File: config.mk
export PLATFORM = sky130hd
export DESIGN_NAME = deep_sleep_gate_and_soft_reset
export DESIGN_NICKNAME = d
export VERILOG_FILES = /design/src/core/port_access_guard.v /design/src/core/deep_sleep_gate_and_soft_reset.v
export VERILOG_INCLUDE_DIRS = /design/src /design/src/shared
export SDC_FILE = /design/constraint.sdc
export NUM_CORES = 1
export LEC_CHECK = 0
export ABC_AREA = 0
export BUFFER_PORTS_ARGS = -buffer_cell sky130_fd_sc_hd__buf_2
export CAP_MARGIN = 20
export CORE_MARGIN = 5
export CORE_UTILIZATION = 45
export CTS_BUF_LIST = sky130_fd_sc_hd__clkbuf_16
export CTS_CLUSTER_DIAMETER = 50
export DETAILED_ROUTE_END_ITERATION = 8
export PLACE_DENSITY = 0.9
export SLEW_MARGIN = 20
export SYNTH_ARGS = -nofsm -noshare
export SYNTH_HDL_FRONTEND = slang
export SYNTH_SLANG_ARGS = --single-unit
File: constraint.sdc
create_clock -name clk_in -period 2.06 [get_ports clk_in]
set_input_delay 0.412 -clock clk_in [delete_from_list [all_inputs] [get_ports clk_in]]
set_output_delay 0.412 -clock clk_in [all_outputs]
set_load 0.02 [all_outputs]
File: src/shared/deep_sleep_gate_consts.vh
`ifndef DEEP_SLEEP_GATE_CONSTS_VH
`define DEEP_SLEEP_GATE_CONSTS_VH

// Register bus geometry.
`define ADDR_WIDTH 12
`define DATA_WIDTH 32
`define PORT_COUNT 8
`define PORT_SEL_WIDTH 3

// Register byte offsets.
`define OFFSET_SOFT_RESET_CONTROL_ZERO 12'h040
`define OFFSET_RUN_PORT_CLOCK_GATE 12'h100
`define OFFSET_SLEEP_PORT_CLOCK_GATE 12'h104
`define OFFSET_RUN_CLOCK_CONFIGURATION 12'h108
`define OFFSET_EVENT_STATUS 12'h10c
`define OFFSET_EVENT_MASK 12'h110
`define OFFSET_DEEP_SLEEP_PORT_CLOCK_GATE 12'h128

// Reset values.
`define RESET_WORD 32'h00000000
`define RESET_PORT_GATE 8'h00
`define RESET_EVENTS 2'h0

// Port gating field: port A at bit 0 through port H at bit 7.
`define PORT_GATE_MSB 7
`define PORT_GATE_LSB 0
`define PORT_GATE_PAD 24'h000000

// Soft reset control fields.
`define SOFT_RESET_CONVERTER_BIT 16
`define SOFT_RESET_HIBERNATION_BIT 6
`define SOFT_RESET_WATCHDOG_BIT 3
`define SOFT_RESET_WRITABLE 32'h00010048

// Run clock configuration field.
`define AUTO_CLOCK_GATING_BIT 0

// Event status and mask fields.
`define EVENT_WIDTH 2
`define EVENT_PORT_FAULT_BIT 0
`define EVENT_MASKED_WRITE_BIT 1
`define EVENT_PAD 30'h00000000

// Power mode codes.
`define MODE_WIDTH 2
`define MODE_RUN 2'h0
`define MODE_SLEEP 2'h1
`define MODE_DEEP_SLEEP 2'h2

`endif

File: src/core/port_access_guard.v
`timescale 1ns/1ps
`default_nettype none
`include "deep_sleep_gate_consts.vh"

module port_access_guard
(
    input wire clk_in,
    input wire reset_in,
    input wire [`MODE_WIDTH-1:0] power_mode_in,
    input wire auto_clock_gating_select_in,
    input wire [`PORT_COUNT-1:0] run_gate_in,
    input wire [`PORT_COUNT-1:0] sleep_gate_in,
    input wire [`PORT_COUNT-1:0] deep_gate_in,
    input wire access_valid_in,
    input wire [`PORT_SEL_WIDTH-1:0] access_port_in,
    output reg [`PORT_COUNT-1:0] clock_enable_out,
    output reg access_done_out,
    output reg access_fault_out
);

    wire [`PORT_COUNT-1:0] next_clock_enable;

    // Without automatic gating the sleep modes keep the run-mode enables.
    genvar i;
    generate
        for (i = 0; i < `PORT_COUNT; i = i + 1)
        begin : gate_select
            assign next_clock_enable[i] =
                !auto_clock_gating_select_in ? run_gate_in[i] :
                (power_mode_in == `MODE_DEEP_SLEEP) ? deep_gate_in[i] :
                (power_mode_in == `MODE_SLEEP) ? sleep_gate_in[i] :
                run_gate_in[i];
        end
    endgenerate

    always @(posedge clk_in)
    begin
        if (reset_in)
        begin
            clock_enable_out <= `RESET_PORT_GATE;
            access_done_out <= 1'b0;
            access_fault_out <= 1'b0;
        end
        else
        begin
            clock_enable_out <= next_clock_enable;
            access_done_out <= access_valid_in && clock_enable_out[access_port_in];
            access_fault_out <= access_valid_in && !clock_enable_out[access_port_in];
        end
    end

endmodule
`default_nettype wire

File: src/core/deep_sleep_gate_and_soft_reset.v
// Operation
// - A port whose deep-sleep gating bit is 1 gets its clock in deep-sleep; at 0 it is unclocked.
// - Any access aimed at a port whose clock is gated off ends in a bus fault.
// - After reset every gating bit reads 0 and the deep-sleep gating register is all zeros.
// - Enables come from the run register in run, the sleep register in sleep, deep in deep-sleep.
// - Sleep and deep-sleep registers govern only while automatic clock gating is selected.
// - The deep-sleep gating register holds ports A to H in bits 0 to 7; bits 31:8 read zero.
// - Writes to the soft reset register are masked by the device capabilities word.
// - Soft reset bits are converter 16, hibernation 6, watchdog 3; others read zero; reset 0.
//
// Design decision made here: strobed register access.
`timescale 1ns/1ps
`default_nettype none
`include "deep_sleep_gate_consts.vh"

module deep_sleep_gate_and_soft_reset
(
    input wire clk_in,
    input wire reset_in,
    input wire [`ADDR_WIDTH-1:0] address_in,
    input wire [`DATA_WIDTH-1:0] write_data_in,
    input wire write_strobe_in,
    input wire read_strobe_in,
    output reg [`DATA_WIDTH-1:0] read_data_out,
    input wire [`MODE_WIDTH-1:0] power_mode_in,
    input wire [`DATA_WIDTH-1:0] device_capabilities_one_in,
    input wire port_access_valid_in,
    input wire [`PORT_SEL_WIDTH-1:0] port_access_select_in,
    output wire [`PORT_COUNT-1:0] port_clock_enable_out,
    output wire port_access_done_out,
    output wire port_bus_fault_out,
    output reg converter_reset_out,
    output reg hibernation_reset_control_out,
    output reg watchdog_reset_control_out,
    output reg interrupt_out
);

    reg [`DATA_WIDTH-1:0] soft_reset_control_zero;
    reg [`PORT_COUNT-1:0] run_port_clock_gate;
    reg [`PORT_COUNT-1:0] sleep_port_clock_gate;
    reg [`PORT_COUNT-1:0] deep_sleep_port_clock_gate;
    reg auto_clock_gating_select;
    reg [`EVENT_WIDTH-1:0] event_status;
    reg [`EVENT_WIDTH-1:0] event_mask;

    reg [`DATA_WIDTH-1:0] next_read_data;
    reg [`DATA_WIDTH-1:0] next_soft_reset;
    reg [`EVENT_WIDTH-1:0] new_events;
    reg [`EVENT_WIDTH-1:0] next_event_status;
    reg [`PORT_COUNT-1:0] next_run_gate;
    reg [`PORT_COUNT-1:0] next_sleep_gate;
    reg [`PORT_COUNT-1:0] next_deep_gate;
    reg next_auto_select;
    reg [`EVENT_WIDTH-1:0] next_event_mask;
    reg next_interrupt;

    wire write_soft_reset;
    wire write_run_gate;
    wire write_sleep_gate;
    wire write_deep_gate;
    wire write_configuration;
    wire write_mask;
    wire read_status;
    wire fault_event;
    wire [`DATA_WIDTH-1:0] soft_reset_write_enable;

    assign write_soft_reset = write_strobe_in &&
        (address_in == `OFFSET_SOFT_RESET_CONTROL_ZERO);
    assign write_run_gate = write_strobe_in &&
        (address_in == `OFFSET_RUN_PORT_CLOCK_GATE);
    assign write_sleep_gate = write_strobe_in &&
        (address_in == `OFFSET_SLEEP_PORT_CLOCK_GATE);
    assign write_deep_gate = write_strobe_in &&
        (address_in == `OFFSET_DEEP_SLEEP_PORT_CLOCK_GATE);
    assign write_configuration = write_strobe_in &&
        (address_in == `OFFSET_RUN_CLOCK_CONFIGURATION);
    assign write_mask = write_strobe_in &&
        (address_in == `OFFSET_EVENT_MASK);
    assign read_status = read_strobe_in &&
        (address_in == `OFFSET_EVENT_STATUS);

    // Only bits that exist and that the capability word reports present are writable.
    assign soft_reset_write_enable = `SOFT_RESET_WRITABLE & device_capabilities_one_in;

    // The guard owns the per-port enable selection and the bus fault answer.
    port_access_guard guard
    (
        .clk_in(clk_in),
        .reset_in(reset_in),
        .power_mode_in(power_mode_in),
        .auto_clock_gating_select_in(auto_clock_gating_select),
        .run_gate_in(run_port_clock_gate),
        .sleep_gate_in(sleep_port_clock_gate),
        .deep_gate_in(deep_sleep_port_clock_gate),
        .access_valid_in(port_access_valid_in),
        .access_port_in(port_access_select_in),
        .clock_enable_out(port_clock_enable_out),
        .access_done_out(port_access_done_out),
        .access_fault_out(fault_event)
    );

    assign port_bus_fault_out = fault_event;

    // Soft reset write value: writable bits follow the data, others keep zero.
    always @*
    begin
        next_soft_reset = soft_reset_control_zero;
        if (write_soft_reset)
        begin
            next_soft_reset = write_data_in & soft_reset_write_enable;
        end
    end

    // Events raised this cycle: a faulted port access, and a soft reset write
    // that tried to set a bit the capability word masks away.
    always @*
    begin
        new_events = `RESET_EVENTS;
        new_events[`EVENT_PORT_FAULT_BIT] = fault_event;
        new_events[`EVENT_MASKED_WRITE_BIT] = write_soft_reset &&
            ((write_data_in & `SOFT_RESET_WRITABLE & ~device_capabilities_one_in) != `RESET_WORD);
    end

    // A read of the status clears it, but an event in the same cycle survives.
    always @*
    begin
        next_event_status = event_status;
        if (read_status)
        begin
            next_event_status = `RESET_EVENTS;
        end
        next_event_status = next_event_status | new_events;
    end

    // Read mux; reserved bits and unmapped offsets read zero.
    always @*
    begin
        next_read_data = `RESET_WORD;
        if (address_in == `OFFSET_SOFT_RESET_CONTROL_ZERO)
        begin
            next_read_data = soft_reset_control_zero;
        end
        else if (address_in == `OFFSET_DEEP_SLEEP_PORT_CLOCK_GATE)
        begin
            next_read_data = {`PORT_GATE_PAD, deep_sleep_port_clock_gate};
        end
        else if (address_in == `OFFSET_RUN_PORT_CLOCK_GATE)
        begin
            next_read_data = {`PORT_GATE_PAD, run_port_clock_gate};
        end
        else if (address_in == `OFFSET_SLEEP_PORT_CLOCK_GATE)
        begin
            next_read_data = {`PORT_GATE_PAD, sleep_port_clock_gate};
        end
        else if (address_in == `OFFSET_RUN_CLOCK_CONFIGURATION)
        begin
            next_read_data[`AUTO_CLOCK_GATING_BIT] = auto_clock_gating_select;
        end
        else if (address_in == `OFFSET_EVENT_STATUS)
        begin
            next_read_data = {`EVENT_PAD, event_status};
        end
        else if (address_in == `OFFSET_EVENT_MASK)
        begin
            next_read_data = {`EVENT_PAD, event_mask};
        end
        else
        begin
            next_read_data = `RESET_WORD;
        end
    end

    // Gate and configuration write values; an unaddressed register keeps its value.
    always @*
    begin
        next_run_gate = run_port_clock_gate;
        next_sleep_gate = sleep_port_clock_gate;
        next_deep_gate = deep_sleep_port_clock_gate;
        next_auto_select = auto_clock_gating_select;
        if (write_run_gate)
        begin
            next_run_gate = write_data_in[`PORT_GATE_MSB:`PORT_GATE_LSB];
        end
        if (write_sleep_gate)
        begin
            next_sleep_gate = write_data_in[`PORT_GATE_MSB:`PORT_GATE_LSB];
        end
        if (write_deep_gate)
        begin
            next_deep_gate = write_data_in[`PORT_GATE_MSB:`PORT_GATE_LSB];
        end
        if (write_configuration)
        begin
            next_auto_select = write_data_in[`AUTO_CLOCK_GATING_BIT];
        end
    end

    // Run-mode gating register.
    always @(posedge clk_in)
    begin
        if (reset_in)
        begin
            run_port_clock_gate <= `RESET_PORT_GATE;
        end
        else
        begin
            run_port_clock_gate <= next_run_gate;
        end
    end

    // Sleep gating register.
    always @(posedge clk_in)
    begin
        if (reset_in)
        begin
            sleep_port_clock_gate <= `RESET_PORT_GATE;
        end
        else
        begin
            sleep_port_clock_gate <= next_sleep_gate;
        end
    end

    // Deep-sleep gating register; every port starts unclocked.
    always @(posedge clk_in)
    begin
        if (reset_in)
        begin
            deep_sleep_port_clock_gate <= `RESET_PORT_GATE;
        end
        else
        begin
            deep_sleep_port_clock_gate <= next_deep_gate;
        end
    end

    // Automatic gating select; while clear the sleep modes keep the run enables.
    always @(posedge clk_in)
    begin
        if (reset_in)
        begin
            auto_clock_gating_select <= 1'b0;
        end
        else
        begin
            auto_clock_gating_select <= next_auto_select;
        end
    end

    // Soft reset register.
    always @(posedge clk_in)
    begin
        if (reset_in)
        begin
            soft_reset_control_zero <= `RESET_WORD;
        end
        else
        begin
            soft_reset_control_zero <= next_soft_reset;
        end
    end

    // Module reset outputs follow the register bits from the write edge on.
    always @(posedge clk_in)
    begin
        if (reset_in)
        begin
            converter_reset_out <= 1'b0;
            hibernation_reset_control_out <= 1'b0;
            watchdog_reset_control_out <= 1'b0;
        end
        else
        begin
            converter_reset_out <= next_soft_reset[`SOFT_RESET_CONVERTER_BIT];
            hibernation_reset_control_out <= next_soft_reset[`SOFT_RESET_HIBERNATION_BIT];
            watchdog_reset_control_out <= next_soft_reset[`SOFT_RESET_WATCHDOG_BIT];
        end
    end

    // A mask write takes effect at once, so the interrupt level uses the new mask.
    always @*
    begin
        next_event_mask = event_mask;
        if (write_mask)
        begin
            next_event_mask = write_data_in[`EVENT_WIDTH-1:0];
        end
        next_interrupt = |(next_event_status & next_event_mask);
    end

    // Event status, mask and the level interrupt.
    always @(posedge clk_in)
    begin
        if (reset_in)
        begin
            event_status <= `RESET_EVENTS;
        end
        else
        begin
            event_status <= next_event_status;
        end
    end

    always @(posedge clk_in)
    begin
        if (reset_in)
        begin
            event_mask <= `RESET_EVENTS;
        end
        else
        begin
            event_mask <= next_event_mask;
        end
    end

    always @(posedge clk_in)
    begin
        if (reset_in)
        begin
            interrupt_out <= 1'b0;
        end
        else
        begin
            interrupt_out <= next_interrupt;
        end
    end

    // Read data stand only in the cycle after the read strobe.
    always @(posedge clk_in)
    begin
        if (reset_in)
        begin
            read_data_out <= `RESET_WORD;
        end
        else if (read_strobe_in)
        begin
            read_data_out <= next_read_data;
        end
        else
        begin
            read_data_out <= `RESET_WORD;
        end
    end

endmodule
`default_nettype wire

==> flow_metrics.py <==
metrics = {
    "floorplan": {
        "die_width_um": 85.20,
        "core_region_area_um2": 5507,
        "die_h_um": 85.20,
        "num_io_pins": 132,
        "die_area_um2": 7259,
        "fp-row-count": 27,
        "initial_core_util_pct": 46.22,
    },
    "detailed_routing": {
        "drt-wirelength-per-cell_um": 14.31,
        "vias": 2178,
        "ant_nets": 0,
        "number_of_search_and_repair_iterations_in_the_first_detailed_routing_pass": 4,
        "drc_marker_count_from_the_first_detailed_route_iteration": 186,
        "drc_errors": 0,
        "routed_via_density": 5.274,
        "drt-total-wl_um": 5908,
    },
    "pwr": {
        "p_leak_nw": 1.381,
        "pwr-share-clk_pct": 40.0,
        "seq_power_share_pct": 51.6,
        "power.net_switching_mw": 0.4548,
        "comb_power_share_pct": 8.3,
        "max-vdd-ir-drop_mv": 0.3789,
        "power-per-cell-area_nw_per_um2": 662.4,
        "p_int_mw": 1.499,
        "sw_frac_of_total_pct": 23.28,
    },
    "global_route": {
        "grt_first_pass_wirelength_um": 9756,
        "grt_antenna_before_repair": 0,
        "grt_start_max_net_pins": 39,
        "grt_usage_pct": 16.54,
        "globalRouteOverflowTotal": 0,
        "grt_pass1_vias": 2073,
    },
    "worst_setup_path": {
        "end_kind": "flop",
        "timing.reg2reg.worst_path_depth": 3,
        "critical_path_class": "in -> reg",
        "crit_start": "address_in[7]",
        "rrSetupSlack_ps": 790,
        "worstReg2RegStart": "guard.clock_enable_out[3]",
        "worst-path-max-fanout": 9,
        "worst_ep_required_time_ps": 2250,
        "critical_path.startpoint_type": "input pin",
        "arrival_ps": 1930,
        "critPathCapture": "interrupt_out",
        "reg2reg_to": "guard.access_fault_out",
    },
    "placement": {
        "hpwlAfterDp_um": 4504,
        "i_o_buffers": 56,
        "gp_routability_congestion": 0.9170,
    },
    "yosys": {
        "yosysWarnings": 0,
        "number_of_flops_mapped_to_enable_cells_by_yosys": 0,
        "synthSimpleGateAreaFrac_pct": 22.91,
        "post_synth_main_area_contributors": "dfxtp_1 (41%), mux2i_1 (11%), buf_4 (7.4%), nor2_1 (6.6%), a21oi_1 (4.9%)",
        "syn-cell-area_um2": 2545,
        "main_combinational_cell_family_by_area_after_synthesis": "simple AND/OR/NAND/NOR gates",
        "compound_gate_portion_of_the_synthesized_area_pct": 12.54,
        "yosysTopAreaCellShare_pct": 40.90,
        "synth_flop_cell": "dfxtp_1",
        "synth-async-reset-ratio_pct": 0,
        "muxShareOfSynthArea_pct": 12.78,
        "syn-mean-instance-area_um2": 9.025,
        "synth_cell_types": 41,
        "synth_largest_area_cell": "dfxtp_1",
        "syn_inst": 282,
        "total_of_flip_flops_plus_latches_after_synthesis": 52,
        "yosysSeqAreaShare_pct": 40.90,
        "post_synth_fa_ha_maj_area_fraction_pct": 0,
        "synth-xor-area-share_pct": 0.3441,
    },
    "clocking": {
        "postCtsResizedCells": 0,
        "clock_sink_count": 52,
        "worstSkewPairLatency_ps": 290,
        "post-cts-setup-buffers": 0,
        "htree_levels": 2,
        "clock_tree_from_tritoncts": "yes",
        "post_cts_hold_buffer_count": 0,
        "clock_tree.buffer_depth": 2,
        "numCtsBuffers": 5,
        "clock_tree.root_cell": "clkbuf_16",
        "clock_pin_slew_of_the_registers_on_the_worst_case_setup_and_hold_paths_ps": 60,
    },
    "finish": {
        "drive_above_1_share_pct": 23.17,
        "area.sequential_um2": 1041,
        "filler_cell_count": 504,
        "num-nets-final": 426,
        "n_antenna_cell": 0,
        "post-route-util_pct": 53.56,
        "mostFrequentLayoutCells": "buf_2 (56), dfxtp_1 (52), nor2_1 (45)",
        "multiInputGateArea_um2": 1323,
        "mostFrequentLayoutCell": "buf_2",
        "area_delta_synth_final_pct": 15.88,
    },
    "timing": {
        "achievable_clock_frequency_mhz": 573.5,
        "final-setup-viol-count": 0,
        "worstMarginPinSlew_ps": 533.4,
        "whs_ps": 377.7,
        "setup_repair_after_global_routing_missed_its_margin": "no",
        "final_max_slew_viol_count": 0,
        "clk_skew_ps": 6.534,
        "period_needed_ps": 1744,
        "final_hold_viol_count": 0,
        "sum_of_negative_setup_slack_ps": 0,
        "period_share_pct": 84.65,
        "relSlewSlack_pct": 64.44,
    },
    "min_path": {
        "worst_hold_path_type": "in -> reg",
    },
    "run": {
        "drv_cap": 0,
    },
    "run_status": {
        "run_status": "finished, final reports clean",
    },
}
==> layout make-up <==
type / count / share of cell area (%)
repair buffers: 64 / 11.54
inverters: 4 / 0.5091
clock buffers: 5 / 4.243
well taps: 72 / 3.055
clock inverters: 3 / 0.5091
multi-input cells: 213 / 44.85
flip-flops and latches: 52 / 35.30
==> cell families (layout without fill, tap and decap cells) <==
family / count (synthesis) / count (layout)
AND/OR/NAND/NOR: 108 / 108
AO/OA/AOI/OAI: 51 / 51
other: 1 / 23
XOR/XNOR: 1 / 1
flip-flops: 52 / 52
buffers and inverters: 39 / 76
multiplexers: 30 / 30
==> sequential cells by signal, indices dropped and copies added, names as in the netlist <==
name	flops
event_status	2
sleep_port_clock_gate	8
guard.access_done_out	1
auto_clock_gating_select	1
guard.clock_enable_out	8
event_mask	2
soft_reset_control_zero	3
run_port_clock_gate	8
read_data_out	9
guard.access_fault_out	1
interrupt_out	1
deep_sleep_port_clock_gate	8
==> power groups by stage <==
stage / clock [mW] / sequential [mW] / combinational, mW
finish: 0.782 / 1.01 / 0.163
global route: 0.831 / 1.01 / 0.178
CTS: 0.795 / 1.01 / 0.161
detailed placement: 0 / 1.03 / 0.160
global placement: 0 / 1.03 / 0.157
floorplan: 0 / 1.03 / 0.127
==> worst max-delay path, cell delays in order <==
cell and delay [ps]:
buf_2 110, nor4_4 280, and2_1 430, nand3_1 240, mux2i_1 180, o32ai_1 280
==> metal layers <==
metal / up-vias / GRT usage [%] / wire [µm]
li1: 1061 / - / -
met2: 100 / 27.75 / 2864
met4: 0 / 6.619 / 133
met1: 1004 / 20.46 / 2381
met5: - / 0 / 0
met3: 13 / 3.689 / 528
==> per-stage QoR <==
step	setup WS [ps]	power, mW	area [µm²]	cells
CTS	318.6	1.964	2949	413
floorplan	386.5	1.160	2628	304
global placement	99.12	1.189	2809	405
global route	150.6	2.018	2949	413
detailed placement	19.42	1.192	2809	405
finish	316.2	1.954	2949	413
==> cells in the mapped netlist (all sizes together), types with 5 or more instances <==
cell type,number
nand2b,7
nand3,8
mux2i,28
clkbuf,7
nor2,45
a21oi,25
buf,28
dfxtp,52
nand4,5
o21ai,7
nand2,25
==> worst min path at each step <==
stage / from / endpoint / slack [ps] / cells after the start
2_1_floorplan: run_port_clock_gate[0] / run_port_clock_gate[0] / 440 / 2
3_3_place_gp: soft_reset_control_zero[16] / soft_reset_control_zero[16] / 450 / 2
3_5_place_dp: run_port_clock_gate[2] / run_port_clock_gate[2] / 460 / 2
4_1_cts: port_access_valid_in / guard.access_fault_out / 380 / 2
5_1_grt: write_data_in[5] / run_port_clock_gate[5] / 390 / 3
6_report: port_access_valid_in / guard.access_fault_out / 380 / 2
(Power assumes the default switching activity.)
